$ cat src/design/cst_params.svh
`ifndef CST_PARAMS_SVH
`define CST_PARAMS_SVH

// ----------------------------------------------------------------
// error reporting
// ----------------------------------------------------------------
// ascii "AAO1" returned when a power-up test fails
`define CST_ERROR_CODE 32'h41414f31
`define CST_ERROR_NONE 32'h00000000

// ----------------------------------------------------------------
// power-up test set and failed-test bit positions
// ----------------------------------------------------------------
`define CST_NUM_KAT 6
`define CST_NUM_TESTS 7
`define CST_BIT_CRC 0
`define CST_BIT_KAT0 1
`define CST_KAT_ECB_ENC 3'h0
`define CST_KAT_ECB_DEC 3'h1
`define CST_KAT_OFB_ENC 3'h2
`define CST_KAT_OFB_DEC 3'h3
`define CST_KAT_CMAC 3'h4
`define CST_KAT_SHA 3'h5

// ----------------------------------------------------------------
// conditional failure bits
// ----------------------------------------------------------------
`define CST_COND_RNG 0
`define CST_COND_FWLOAD 1

// ----------------------------------------------------------------
// service commands
// ----------------------------------------------------------------
`define CST_CMD_STATUS 4'h1

// ----------------------------------------------------------------
// zeroization scope mask bits
// ----------------------------------------------------------------
`define CST_ZB_TRAFFIC 0
`define CST_ZB_REKEY 1
`define CST_ZB_ALL 2
`define CST_ZB_VOLATILE 3

// ----------------------------------------------------------------
// firmware crc
// ----------------------------------------------------------------
`define CST_CRC_POLY 16'h1021
`define CST_CRC_INIT 16'hffff

`endif

$ cat src/design/cst_pkg.sv
package cst_pkg;

  typedef enum logic [2:0] {
    ST_RESET = 3'h0,
    ST_CRC = 3'h1,
    ST_CRCCHK = 3'h2,
    ST_KAT = 3'h3,
    ST_BOOT = 3'h4,
    ST_READY = 3'h5,
    ST_ERROR = 3'h6
  } cst_state_type;

  typedef struct packed {
    logic valid;
    logic last;
    logic [7:0] data;
  } cst_code_type;

  typedef struct packed {
    logic valid;
    logic [3:0] cmd;
  } cst_svc_req_type;

  typedef struct packed {
    logic [31:0] errCode;
    logic [2:0] state;
    logic [6:0] failBits;
    logic [1:0] condFail;
    logic [3:0] zeroScope;
  } cst_status_type;

  typedef struct packed {
    logic valid;
    logic accepted;
    cst_status_type status;
  } cst_svc_rsp_type;

endpackage : cst_pkg

$ cat src/design/cst_supervisor.sv
// Behaviour
// - full power-up tests run before any service
// - crypto blocked until all known-answer tests pass
// - test failure: error state, code AAO1, bits
// - in error only status requests are served
// - crc16 over code image checked at power-up
// - aes ecb/ofb encrypt and decrypt tests
// - aes cmac known-answer test at power-up
// - new firmware accepted only with valid cmac
// - random value compared with previous output
// - powered removal zeroizes traffic, rekey integrity keys
// - unpowered removal zeroizes same keys at boot
// - no output during tests, zeroize, error
// - no key material on any output
// - host id mismatch zeroizes all keys
// - tamper: retention set all, else volatile
`timescale 1ns/1ps
`default_nettype none
`include "cst_params.svh"

module cst_supervisor
  import cst_pkg::*;
#(
  parameter int RNG_W = 64,
  parameter int NUM_KAT = `CST_NUM_KAT
)(
  input wire logic mclk,
  input wire logic resetn,
  input wire cst_code_type codeIn,
  input wire logic [15:0] crcExpected,
  input wire logic katDone,
  input wire logic katPass,
  input wire cst_svc_req_type svcReq,
  input wire logic fwLoadValid,
  input wire logic fwTagOk,
  input wire logic rngValid,
  input wire logic [RNG_W-1:0] rngValue,
  input wire logic tamperActive,
  input wire logic staticTamper,
  input wire logic hostIdValid,
  input wire logic hostIdMatch,
  input wire logic keyRetention,
  input wire logic zeroizeDone,
  output logic katStart,
  output logic [2:0] katSel,
  output logic cryptoEnable,
  output logic dataOutEnable,
  output logic busy,
  output logic svcGrant,
  output cst_svc_rsp_type svcRsp,
  output logic fwAccept,
  output logic fwReject,
  output logic rngAccept,
  output logic zeroizeReq,
  output logic [3:0] zeroizeScope
);
  generate
    if (RNG_W < 1 || NUM_KAT != `CST_NUM_KAT) begin : g_bad
      $error("cst_supervisor: unsupported parameter values");
    end
  endgenerate
  // ----------------------------------------------------------------
  // firmware crc engine
  // ----------------------------------------------------------------
  cst_state_type state_q, state_d;
  logic [15:0] crcValue;
  cst_crc16 u_crc (
    .mclk(mclk),
    .resetn(resetn),
    .clear(state_q == ST_RESET),
    .byteValid(codeIn.valid && state_q == ST_CRC),
    .byteIn(codeIn.data),
    .crc(crcValue)
  );

  // ----------------------------------------------------------------
  // zeroization requests
  // ----------------------------------------------------------------
  logic tamperPrev_q, tamperPrev_d;
  logic zeroReq_q, zeroReq_d;
  logic [3:0] zeroScope_q, zeroScope_d;
  logic [3:0] zeroEvt;
  always_comb begin
    zeroEvt = 4'h0;
    if (tamperActive && !tamperPrev_q) begin
      zeroEvt[`CST_ZB_TRAFFIC] = 1'b1;
      zeroEvt[`CST_ZB_REKEY] = 1'b1;
      if (keyRetention) begin
        zeroEvt[`CST_ZB_ALL] = 1'b1;
      end else begin
        zeroEvt[`CST_ZB_VOLATILE] = 1'b1;
      end
    end
    if (state_q == ST_BOOT && staticTamper) begin
      zeroEvt[`CST_ZB_TRAFFIC] = 1'b1;
      zeroEvt[`CST_ZB_REKEY] = 1'b1;
    end
    if (hostIdValid && !hostIdMatch) begin
      zeroEvt[`CST_ZB_ALL] = 1'b1;
    end
  end
  // a new event in the done cycle starts a fresh request: set wins
  always_comb begin
    tamperPrev_d = tamperActive;
    zeroReq_d = zeroReq_q;
    zeroScope_d = zeroScope_q | zeroEvt;
    if (zeroReq_q && zeroizeDone) begin
      zeroScope_d = zeroEvt;
      zeroReq_d = |zeroEvt;
    end else if (|zeroEvt) begin
      zeroReq_d = 1'b1;
    end
  end
  always_ff @(posedge mclk) begin
    if (!resetn) begin
      tamperPrev_q <= 1'b0;
      zeroReq_q <= 1'b0;
      zeroScope_q <= 4'h0;
    end else begin
      tamperPrev_q <= tamperPrev_d;
      zeroReq_q <= zeroReq_d;
      zeroScope_q <= zeroScope_d;
    end
  end
  // ----------------------------------------------------------------
  // self-test sequencer
  // ----------------------------------------------------------------
  logic katWait_q, katWait_d;
  logic [2:0] katSel_q, katSel_d;
  logic katStart_q, katStart_d;
  logic [6:0] failBits_q, failBits_d;
  logic [1:0] condFail_q, condFail_d;
  logic [RNG_W-1:0] rngPrev_q, rngPrev_d;
  logic rngHave_q, rngHave_d;
  logic rngAccept_q, rngAccept_d;
  logic fwAccept_q, fwAccept_d;
  logic fwReject_q, fwReject_d;
  always_comb begin
    state_d = state_q;
    katWait_d = katWait_q;
    katSel_d = katSel_q;
    katStart_d = 1'b0;
    failBits_d = failBits_q;
    condFail_d = condFail_q;
    rngPrev_d = rngPrev_q;
    rngHave_d = rngHave_q;
    rngAccept_d = 1'b0;
    fwAccept_d = 1'b0;
    fwReject_d = 1'b0;
    unique case (state_q)
      ST_RESET: begin
        state_d = ST_CRC;
      end
      ST_CRC: begin
        if (codeIn.valid && codeIn.last) begin
          state_d = ST_CRCCHK;
        end
      end
      ST_CRCCHK: begin
        failBits_d[`CST_BIT_CRC] = (crcValue != crcExpected);
        katSel_d = `CST_KAT_ECB_ENC;
        katWait_d = 1'b0;
        state_d = ST_KAT;
      end
      ST_KAT: begin
        // all tests run even after a failure so every bit is known
        if (!katWait_q) begin
          katStart_d = 1'b1;
          katWait_d = 1'b1;
        end else if (katDone) begin
          failBits_d[katSel_q + 3'(`CST_BIT_KAT0)] = !katPass;
          katWait_d = 1'b0;
          if (katSel_q == `CST_KAT_SHA) begin
            state_d = ST_BOOT;
          end else begin
            katSel_d = katSel_q + 3'h1;
          end
        end
      end
      ST_BOOT: begin
        state_d = (|failBits_q) ? ST_ERROR : ST_READY;
      end
      ST_READY: begin
        if (fwLoadValid) begin
          fwAccept_d = fwTagOk;
          fwReject_d = !fwTagOk;
          condFail_d[`CST_COND_FWLOAD] = !fwTagOk;
        end
        if (rngValid) begin
          rngPrev_d = rngValue;
          rngHave_d = 1'b1;
          if (rngHave_q && rngValue == rngPrev_q) begin
            condFail_d[`CST_COND_RNG] = 1'b1;
            state_d = ST_ERROR;
          end else begin
            rngAccept_d = 1'b1;
          end
        end
      end
      ST_ERROR: begin
        state_d = ST_ERROR;
      end
      default: begin
        state_d = ST_ERROR;
      end
    endcase
  end
  always_ff @(posedge mclk) begin
    if (!resetn) begin
      state_q <= ST_RESET;
      katWait_q <= 1'b0;
      katSel_q <= 3'h0;
      katStart_q <= 1'b0;
      failBits_q <= 7'h00;
      condFail_q <= 2'h0;
      rngPrev_q <= '0;
      rngHave_q <= 1'b0;
      rngAccept_q <= 1'b0;
      fwAccept_q <= 1'b0;
      fwReject_q <= 1'b0;
    end else begin
      state_q <= state_d;
      katWait_q <= katWait_d;
      katSel_q <= katSel_d;
      katStart_q <= katStart_d;
      failBits_q <= failBits_d;
      condFail_q <= condFail_d;
      rngPrev_q <= rngPrev_d;
      rngHave_q <= rngHave_d;
      rngAccept_q <= rngAccept_d;
      fwAccept_q <= fwAccept_d;
      fwReject_q <= fwReject_d;
    end
  end
  // ----------------------------------------------------------------
  // service gate and status answers
  // ----------------------------------------------------------------
  logic cryptoEn_q, cryptoEn_d;
  logic dataEn_q, dataEn_d;
  logic busy_q, busy_d;
  logic grant_q, grant_d;
  cst_svc_rsp_type rsp_q, rsp_d;
  logic isStatus;
  always_comb begin
    isStatus = svcReq.cmd == `CST_CMD_STATUS;
    cryptoEn_d = state_d == ST_READY;
    dataEn_d = state_d == ST_READY && !zeroReq_d;
    busy_d = state_d != ST_READY && state_d != ST_ERROR;
    grant_d = 1'b0;
    rsp_d = '0;
    if (svcReq.valid) begin
      rsp_d.valid = 1'b1;
      // status carries codes and flags only, never key data
      rsp_d.status.errCode = (state_q == ST_ERROR) ?
        `CST_ERROR_CODE : `CST_ERROR_NONE;
      rsp_d.status.state = state_q;
      rsp_d.status.failBits = failBits_q;
      rsp_d.status.condFail = condFail_q;
      rsp_d.status.zeroScope = zeroScope_q;
      if (isStatus && (state_q == ST_READY || state_q == ST_ERROR)) begin
        rsp_d.accepted = 1'b1;
      end else if (state_q == ST_READY && !zeroReq_q) begin
        rsp_d.accepted = 1'b1;
        grant_d = 1'b1;
      end
    end
  end
  always_ff @(posedge mclk) begin
    if (!resetn) begin
      cryptoEn_q <= 1'b0;
      dataEn_q <= 1'b0;
      busy_q <= 1'b1;
      grant_q <= 1'b0;
      rsp_q <= '0;
    end else begin
      cryptoEn_q <= cryptoEn_d;
      dataEn_q <= dataEn_d;
      busy_q <= busy_d;
      grant_q <= grant_d;
      rsp_q <= rsp_d;
    end
  end
  assign katStart = katStart_q;
  assign katSel = katSel_q;
  assign cryptoEnable = cryptoEn_q;
  assign dataOutEnable = dataEn_q;
  assign busy = busy_q;
  assign svcGrant = grant_q;
  assign svcRsp = rsp_q;
  assign fwAccept = fwAccept_q;
  assign fwReject = fwReject_q;
  assign rngAccept = rngAccept_q;
  assign zeroizeReq = zeroReq_q;
  assign zeroizeScope = zeroScope_q;
endmodule : cst_supervisor
`default_nettype wire

$ cat src/design/cst_crc16.sv
`timescale 1ns/1ps
`default_nettype none
`include "cst_params.svh"

module cst_crc16
  import cst_pkg::*;
(
  input wire logic mclk,
  input wire logic resetn,
  input wire logic clear,
  input wire logic byteValid,
  input wire logic [7:0] byteIn,
  output logic [15:0] crc
);

  // ----------------------------------------------------------------
  // msb-first byte update
  // ----------------------------------------------------------------
  function automatic logic [15:0] crcByte(input logic [15:0] c,
                                          input logic [7:0] b);
    logic [15:0] r;
    r = c ^ {b, 8'h00};
    for (int i = 0; i < 8; i++) begin
      r = r[15] ? ((r << 1) ^ `CST_CRC_POLY) : (r << 1);
    end
    return r;
  endfunction : crcByte

  logic [15:0] crc_q;
  logic [15:0] crc_d;

  always_comb begin
    crc_d = crc_q;
    if (clear) begin
      crc_d = `CST_CRC_INIT;
    end else if (byteValid) begin
      crc_d = crcByte(crc_q, byteIn);
    end
  end

  always_ff @(posedge mclk) begin
    if (!resetn) begin
      crc_q <= `CST_CRC_INIT;
    end else begin
      crc_q <= crc_d;
    end
  end

  assign crc = crc_q;

endmodule : cst_crc16
`default_nettype wire

$ cat config.mk
export PLATFORM = sky130hd
export DESIGN_NAME = cst_supervisor
export DESIGN_NICKNAME = d
export VERILOG_FILES = /design/src/design/cst_pkg.sv /design/src/design/cst_supervisor.sv /design/src/design/cst_crc16.sv
export VERILOG_INCLUDE_DIRS = /design/src /design/src/design
export SDC_FILE = /design/constraint.sdc
export NUM_CORES = 1
export LEC_CHECK = 0
export BUFFER_PORTS_ARGS = -buffer_cell sky130_fd_sc_hd__buf_2
export CORE_MARGIN = 1
export CORE_UTILIZATION = 30
export DETAILED_ROUTE_END_ITERATION = 8
export GPL_TIMING_DRIVEN = 0
export PLACE_DENSITY_LB_ADDON = 0.2
export SLEW_MARGIN = 20
export SYNTH_ARGS = -nofsm -noshare
export SYNTH_HDL_FRONTEND = slang
export SYNTH_SLANG_ARGS = --single-unit
$ cat constraint.sdc
create_clock -name mclk -period 2.71 [get_ports mclk]
set_input_delay 0.271 -clock mclk [delete_from_list [all_inputs] [get_ports mclk]]
set_output_delay 0.271 -clock mclk [all_outputs]
set_load 0.05 [all_outputs]
Word level (Yosys, flattened, before mapping)

Cells that the tools add are included.

Add/subtract/negate cells: 1
Magnitude comparators: 2
Reductions and logical operators: 35
Bitwise gates (word level): 12
Equal/unequal tests: 16
Mux-type cells: 43

Operators by type and width:

| operator                                                              | number |
|---|---|
| 13-bit 2-to-1 mux                                                     | 8 |
| 64-bit == test                                                        | 1 |
| 50-bit 2-to-1 mux                                                     | 1 |
| 31-bit 2-to-1 mux                                                     | 1 |
| 3-bit 2-to-1 mux                                                      | 9 |
| 3-bit NOT                                                             | 8 |
| 3-bit one-hot mux with 6 select lines                                 | 1 |
| 16-bit != test                                                        | 1 |
| 16-bit XOR                                                            | 1 |
| 3-bit == test (second input constant)                                 | 5 |
| 3-bit AND reduction                                                   | 5 |
| 1-bit 2-to-1 mux                                                      | 14 |
| 1-bit logical AND                                                     | 12 |
| 4-bit 2-to-1 mux                                                      | 2 |
| 2-bit AND reduction                                                   | 4 |
| 7-bit bitwise mux                                                     | 1 |
| 7-bit OR reduction                                                    | 1 |
| 3-bit by 2-bit == test with 1-bit output (second input constant)      | 2 |
| 1-bit zero test                                                       | 6 |
| 2-bit != test (second input constant)                                 | 3 |
| 3-bit != test (second input constant)                                 | 2 |
| 3-bit one-hot mux with 2 select lines                                 | 1 |
| 4-bit by 1-bit == test with 1-bit output (second input constant)      | 1 |
| 3-bit by 4-bit < comparator with 1-bit output (second input constant) | 1 |
| other kinds (15)                                                      | 18 |

Output and inout port bits: 66
Word-level logic and storage cells: 137
Input bits: 108
Register bits: 161

Depth between registers and ports, before layout

Gate-level depths: netlist of run 1.

Word-level depth: 17
Mapped depth: 8
Gate-level depth less buffers: 7

Hierarchy

From an unflattened synthesis of run 1, not the netlist that was laid out.

Cells, all modules: 709
Area total of the unflattened synthesis: 6107.1 µm²

Modules (own cells, without submodules):

| module         | instances | cells an instance | sequential area each (µm²) | area each (µm²) |
|---|---|---|---|---|
| cst_supervisor | 1         | 629               | 2282.2                     | 5177.5 |
| cst_crc16      | 1         | 80                | 320.3                      | 929.6 |

Worst setup path before layout of run 1

Ideal clock, no wire load.

Kind: flip-flop to flip-flop
Start: register katSel_q[0] (netlist: katSel[0])
End: register failBits_q[6]
Period minus slack after synthesis: 1.924 ns
Required time: 2.640 ns
Buffers on the path: 1
Library setup time: 0.070 ns
Path slack: 0.786 ns
Stages on the path, launching flop included: 5
Data arrival time: 1.854 ns
Cells stage by stage: dfxtp_1 -> ha_1 -> clkbuf_1 -> or4_1 -> a21oi_1

Longest elaborated chain between the ends: 6
Elaborated cells on any way between the ends: 7
Those cells by class: add/sub: 1; order compare: 2; mux: 3; reduce/logical: 1

RTL lines:

| what                                                                                                                   | RTL line              | text |
|---|---|---|
| from (decl)                                                                                                            | cst_supervisor.sv:129 | `logic [2:0] katSel_q, katSel_d;` |
| from (signal assigned)                                                                                                 | cst_supervisor.sv:224 | `katSel_q <= katSel_d;` |
| 3-bit by 1-bit adder with 3-bit output (*)                                                                             | cst_supervisor.sv:171 | `` failBits_d[katSel_q + 3'(`CST_BIT_KAT0)] = !katPass; `` |
| 3-bit by 4-bit < comparator with 1-bit output / 3-bit by 1-bit >= comparator with 1-bit output (equally long branches) | cst_supervisor.sv:171 |  |
| 1-bit logical AND                                                                                                      | cst_supervisor.sv:171 |  |
| 1-bit 2-to-1 mux                                                                                                       | cst_supervisor.sv:171 |  |
| 1-bit demux with 3-bit select (*)                                                                                      | cst_supervisor.sv:171 |  |
| 7-bit bitwise mux (*)                                                                                                  | cst_supervisor.sv:171 |  |
| to (signal assigned)                                                                                                   | cst_supervisor.sv:226 | `failBits_q <= failBits_d;` |
| to (decl)                                                                                                              | cst_supervisor.sv:131 | `logic [6:0] failBits_q, failBits_d;` |

Mark *: on every way between the ends. The rest lies on a longest branch, timed or not.
A chain may end at the register's enable or synchronous reset.

Worst setup path after layout of run 1

Start: register rngPrev_q[44]
End: register cryptoEn_q (netlist: cryptoEnable)

Longest elaborated chain between the ends: 6

RTL lines:

| what                                  | RTL line              | text |
|---|---|---|
| from (decl)                           | cst_supervisor.sv:133 | `logic [RNG_W-1:0] rngPrev_q, rngPrev_d;` |
| from (signal assigned)                | cst_supervisor.sv:228 | `rngPrev_q <= rngPrev_d;` |
| 64-bit == test                        | cst_supervisor.sv:192 | `if (rngHave_q && rngValue == rngPrev_q) begin` |
| 1-bit logical AND                     | cst_supervisor.sv:192 |  |
| 3-bit 2-to-1 mux                      | cst_supervisor.sv:192 |  |
| 3-bit 2-to-1 mux                      | cst_supervisor.sv:189 | `if (rngValid) begin` |
| 3-bit one-hot mux with 6 select lines | cst_supervisor.sv:150 | `unique case (state_q)` |
| 3-bit == test                         | cst_supervisor.sv:246 | `cryptoEn_d = state_d == ST_READY;` |
| to (signal assigned)                  | cst_supervisor.sv:276 | `cryptoEn_q <= cryptoEn_d;` |
| to (decl)                             | cst_supervisor.sv:238 | `logic cryptoEn_q, cryptoEn_d;` |

No other way between the ends.

==> results of run 1 <==
## state kept, by name, indices dropped and copies added (netlist names), 2 cells and up
name and flops:
u_crc.crc 16, failBits_q 7, rngPrev_q 64, zeroizeScope 4
katSel 3, state_q 3, condFail_q 2, svcRsp 19
## stage by stage
stage	total power [mW]	hold slack, ns	std cells
6_report	4.938	0.04662	1172
5_1_grt	5.112	0.04812	1171
4_1_cts	4.989	0.03527	1171
3_5_place_dp	2.527	0.4313	1139
3_3_place_gp	2.528	0.4303	1139
2_1_floorplan	2.335	0.3431	722
## power by group
group / switching (mW) / total (mW) / internal [mW]
Sequential: 0.0225 / 1.96 / 1.94
Clock: 0.892 / 2.46 / 1.57
Combinational: 0.316 / 0.522 / 0.206
## metal layers
metal,up-vias,wire [um]
met5,-,0
met1,2306,7999
met3,18,898
li1,2665,-
met4,0,219
met2,135,8027
## worst paths after layout
check	start	cells past startpoint	slack [ns]	endpoint
min	fwTagOk	2	0.05	fwReject
min reg2reg	condFail_q[0]	2	0.44	svcRsp[4]
max	rngPrev_q[44]	6	0.65	cryptoEnable
max reg2reg	rngPrev_q[44]	6	0.65	cryptoEnable
## cells by family after synthesis
logic type      after synthesis  share of synthesized area (%)
flops                       130                          43.46
xor+xnor                     96                          14.04
fa+ha+maj                     2                         0.4178
simple gates                265                          20.75
other cells                   1                        0.06262
buf+inv                      86                          7.584
mux                           7                          1.170
compound gates              116                          12.52
## area by class of cell
type                       count  area (um2)  area share (%)
clock buffer                  19       442.9           5.693
tap                          265       331.6           4.262
timing repair buffer         152       760.7           9.778
antenna                        1       2.502         0.03216
buffer                        64       371.6           4.776
sequential                   130        2603           33.45
multi-input combinational    506        3003           38.60
inverter                      22       82.58           1.061
clock inverter                13       182.7           2.348
## cell usage in the layout, fill, tap and decap left out, types with 5 or more instances in the layout
cell	count
o22ai_1	5
mux2i_1	7
o21ai_0	5
o211ai_1	11
and3_1	13
nor2b_1	8
buf_4	32
xnor2_1	75
buf_2	161
nor2_1	23
inv_1	20
xor2_1	21
conb_1	20
nor3_1	9
nand2_1	157
clkbuf_16	17
a21oi_1	53
nand3_1	6
a21boi_0	27
nand4_1	13
nor4_1	11
clkbuf_1	24
dfxtp_1	130
## critical path: cells and delay by family, from the launching register on
family	cells	cell delay [ns]
and+or+nand+nor	5	1.31
DFF	1	0.32
xor gates and xnor gates	1	0.33
==> impl_metrics.py, run 1 <==
metrics = {
    "run_status": {
        "outcome": "finished clean",
    },
    "place": {
        "placed_area_mm2": 0.007152,
        "gp_congestion": 0.7902,
        "dpl.hpwl_um": 12890,
        "io_buffer_count": 152,
        "pre_cts_slack_ns": 0.3057,
    },
    "worst_setup_path": {
        "cp.required_ns": 3.02,
        "start_kind": "flop",
        "critical_path_peak_fanout": 5,
        "path_cells": "xnor2_1 -> nand4_1 -> nor4_1 -> and4_1 -> nand3_2 -> and4b_1",
        "cp_slowest_cell": "nor4_1",
        "cp_data_arrival_time_ns": 2.37,
        "endpoint_kind": "flop",
        "slowest_delay_ns": 0.42,
        "critPathKind": "reg -> reg",
    },
    "route": {
        "routed_wl_um": 17150,
        "detail-route-antenna-nets": 0,
        "vias": 5124,
        "via_per_inst": 4.372,
        "wl_per_cell_um": 14.63,
        "drc": 0,
        "firstDrtPassIters": 4,
        "drt_iter0_drc": 169,
    },
    "sta": {
        "slew-limit-headroom_pct": 53.63,
        "final_hold_viol_count": 0,
        "min_period_ns": 2.059,
        "setup_slack_ns": 0.6515,
        "fmax_mhz": 485.8,
        "grt_setup_unrepaired": "false",
        "finalClockSkew_ns": 0.01012,
        "worst_slew_pin_slew_ns": 0.6956,
        "post-route-period-util_pct": 75.96,
        "tns_ns": 0,
        "finalSetupViolCount": 0,
        "finalMaxSlewViolations": 0,
    },
    "clocking": {
        "cts.clk_slew.worst_paths_ns": 0.06,
        "clock_path_buffers": 2,
        "cts.sinks": 130,
        "cts_resized": 0,
        "cts_buffers": 17,
        "ctsHoldBuffers": 0,
        "cts_setup_buffers": 0,
        "h-tree-depth": 4,
        "root_buffer": "clkbuf_16",
        "clock_latency_ns": 0.42,
        "cts_tree": "built",
    },
    "logic_synthesis": {
        "synth-edff-count": 0,
        "seq_area_frac_synth_pct": 43.46,
        "yosys.area.top_type_share_pct": 43.46,
        "yosysWarningCount": 0,
        "yosysTopAreaCell": "dfxtp_1",
        "yosysMostFrequentCell": "nand2_1",
        "netlist_instances": 703,
        "ys_types": 52,
        "syn_area_mm2": 0.005988,
        "async_reset_ff_share_pct": 0,
        "ys_seq_elements": 130,
        "ys.flop_type": "dfxtp_1",
        "syn_avg_cell_area_um2": 8.518,
        "synth_area_leaders": "dfxtp_1 (43%), xnor2_1 (11%), nand2_1 (9.8%)",
        "netlist_top_cells_count": "nand2_1 (157), dfxtp_1 (130), xnor2_1 (75), a21oi_1 (53), buf_4 (32)",
    },
    "power": {
        "powerDensity_mw_per_mm2": 634.7,
        "leakage_nw": 3.234,
        "max-vdd-ir-drop_uv": 416.8,
    },
    "global_routing": {
        "grt_pass1_vias": 4755,
        "busiest_layer": "met2",
        "antenna_found_initial": 1,
        "grt_overflow": 0,
        "grtUsageMet2_pct": 28.19,
        "use_met1_pct": 22.22,
        "track_usage_pct": 17.27,
        "grt_pass1_wl_um": 26100,
        "grt_max_degree": 17,
        "grt_use_met3_pct": 4.259,
    },
    "die": {
        "initial_core_util_pct": 30.67,
        "die_area_mm2": 0.02053,
        "io_pins": 174,
        "fp.coreArea_mm2": 0.01953,
        "die_h_um": 143.3,
        "die_x_um": 143.3,
        "num_rows": 51,
    },
    "cells_and_area": {
        "drive_gt1_share_pct": 25.94,
        "fin_area_mm2": 0.007780,
        "fill_cells": 2077,
        "nNetsFinal": 1003,
        "post-route-util_pct": 39.84,
        "area_delta_synth_final_pct": 29.92,
    },
    "flow_run": {
        "cap_violations": 0,
    },
    "min_path": {
        "hold_path.class": "in -> reg",
    },
}
Power figures use the tool's default switching activity.
==> run 2: changes to the inputs <==
==> constraint.sdc (replaced) <==
create_clock -name mclk -period 1.71 [get_ports mclk]
set_input_delay 0.171 -clock mclk [delete_from_list [all_inputs] [get_ports mclk]]
set_output_delay 0.171 -clock mclk [all_outputs]
set_load 0.05 [all_outputs]
==> run 2 against run 1 <==
Effect of this change:
- the flow now finishes with violations (negative setup slack)
- power up 50%
- hold slack worse by 0.032 ns
- clock skew shrank 0.00098 ns
- clock power grew 38%
- final area up 4.6%
- routed wire length grew 2.0%
- register-to-register slack got worse by 0.71 ns
- largest cell class unchanged
==> impl_metrics.py, run 2 (synthesized netlist as in run 1, its figures left out) <==
metrics = {
    "sta": {
        "setup_slack_ns": -0.06176,
        "finalSetupViolCount": 3,
        "post-route-period-util_pct": 103.6,
        "fmax_mhz": 564.4,
        "holdWs_ns": 0.01471,
        "finalMaxSlewViolations": 0,
        "slew-limit-headroom_pct": 51.78,
        "finalClockSkew_ns": 0.009144,
        "worst_slew_pin_slew_ns": 0.7232,
        "tns_ns": -0.1651,
        "final_hold_viol_count": 0,
        "min_period_ns": 1.772,
        "grt_setup_unrepaired": "true",
    },
    "die": {
        "io_pins": 174,
        "initial_core_util_pct": 30.67,
        "num_rows": 51,
        "die_h_um": 143.3,
        "die_x_um": 143.3,
        "fp.coreArea_mm2": 0.01953,
        "die_area_mm2": 0.02053,
    },
    "cells_and_area": {
        "nNetsFinal": 1024,
        "layout_common_cells": "nand2_1 (157), buf_2 (156), dfxtp_1 (120)",
        "largest-register": "rngPrev_q",
        "final_common_cell": "nand2_1",
        "area_delta_synth_final_pct": 35.83,
        "antenna_cells": 0,
        "post-route-util_pct": 41.66,
        "drive_gt1_share_pct": 30.96,
        "largest_register_ffs": 64,
        "stdcell_count": 1192,
    },
    "clocking": {
        "clock_path_buffers": 2,
        "cts_tree": "built",
        "cts.clk_slew.worst_paths_ns": 0.06,
        "clock_latency_ns": 0.42,
        "root_buffer": "clkbuf_16",
        "cts_buffers": 17,
        "h-tree-depth": 4,
        "cts.sinks": 130,
    },
    "flow_run": {
        "cap_violations": 0,
    },
    "global_routing": {
        "grt_pass1_wl_um": 26700,
        "antenna_found_initial": 0,
        "grt_max_degree": 17,
        "grt_overflow": 0,
        "track_usage_pct": 17.60,
        "grt_pass1_vias": 4887,
    },
    "place": {
        "dp.cells": 1139,
        "io_buffer_count": 152,
        "gp_congestion": 0.7989,
        "dpl.hpwl_um": 12880,
    },
    "min_path": {
        "min_from": "rngValue[39]",
        "holdPathStages": 3,
        "whs_endpoint": "rngPrev_q[39]",
        "hold_path.class": "in -> reg",
    },
    "worst_setup_path": {
        "cp.required_ns": 2.02,
        "cp_data_arrival_time_ns": 2.08,
        "endpoint_kind": "flop",
        "r2r_cells": 6,
        "start_kind": "flop",
        "critical_path_peak_fanout": 5,
        "ff2ff_setup_slack_ns": -0.06,
        "reg2reg_from": "rngPrev_q[11]",
        "r2r_end": "cryptoEnable",
        "critPathKind": "reg -> reg",
    },
    "power": {
        "max-vdd-ir-drop_uv": 647.9,
        "leakage_nw": 3.380,
        "powerDensity_mw_per_mm2": 910.6,
    },
    "route": {
        "vias": 5281,
        "wl_per_cell_um": 14.68,
        "firstDrtPassIters": 4,
        "detail-route-antenna-nets": 0,
        "drc": 0,
        "routed_wl_um": 17490,
        "drt_iter0_drc": 161,
        "via_per_inst": 4.430,
    },
    "run_status": {
        "outcome": "finished, violations left",
        "violations": "negative setup slack",
    },
}
run 2: layout make-up:
cell class | count | area [um2]
Inverter | 22 | 82.58
Timing Repair Buffer | 176 | 983.4
Buffer | 61 | 391.6
Clock buffer | 23 | 498.0
Fill cell | 2039 | 11390
Sequential cell | 130 | 2615
Tap cell | 265 | 331.6
Multi-Input combinational cell | 506 | 3177
Clock inverter | 9 | 55.05
run 2: power breakdown:
| group | total, mW | switching (mW) | internal (mW) | leakage (nW) |
|---|---|---|---|---|
| Combinational | 0.897 | 0.525 | 0.372 | 2.06 |
| Clock | 3.40 | 1.37 | 2.03 | 0.267 |
| Sequential | 3.11 | 0.0366 | 3.07 | 1.06 |
| Total | 7.41 | 1.93 | 5.47 | 3.38 |
run 2: worst max-delay path, stage by stage, from the launching register on:
cell     delay [ns]
dfxtp_1        0.32
xor2_1         0.15
nor4_1         0.32
nand3_2        0.14
nor4_4         0.39
nand3_4        0.15
and4b_1        0.20
run 2: metal layers:
| metal | global-route usage, % | share of wire, % | routed length [um] |
|---|---|---|---|
| met1 | 21.97 | 46 | 8019 |
| met2 | 29.24 | 47 | 8309 |
| met5 | 0 | 0 | 0 |
| met4 | 6.159 | 1.7 | 302 |
| met3 | 4.494 | 4.9 | 863 |
run 2: what timing repair did:
action,CTS,global route
pin swaps,22,4
hold buffers,17,0
endpoints found under the setup margin,89,59
resized for setup,36,25
endpoints found under the hold margin,18,0
buffers inserted,2,6
run 2: how the worst max path moves through the flow:
stage | depth (start not counted) | endpoint | from | slack (ns)
5_1_grt | 6 | cryptoEnable | rngPrev_q[42] | -0.17
3_5_place_dp | 5 | u_crc.crc[15] | resetn | -0.66
6_report | 6 | cryptoEnable | rngPrev_q[11] | -0.06
3_3_place_gp | 5 | u_crc.crc[11] | resetn | -0.66
2_1_floorplan | 5 | failBits_q[6] | katSel[1] | 0.008
4_1_cts | 6 | cryptoEnable | rngPrev_q[45] | -0.06
run 2: per-stage QoR:
stage	power, mW	setup slack [ns]	instance area [um2]
after detailed placement	4.004	-0.6557	7154
after global routing	7.696	-0.1702	8134
after CTS	7.460	-0.06082	8023
final	7.407	-0.06176	8134
after floorplan	3.701	0.008417	6062
after global placement	4.007	-0.6641	7154
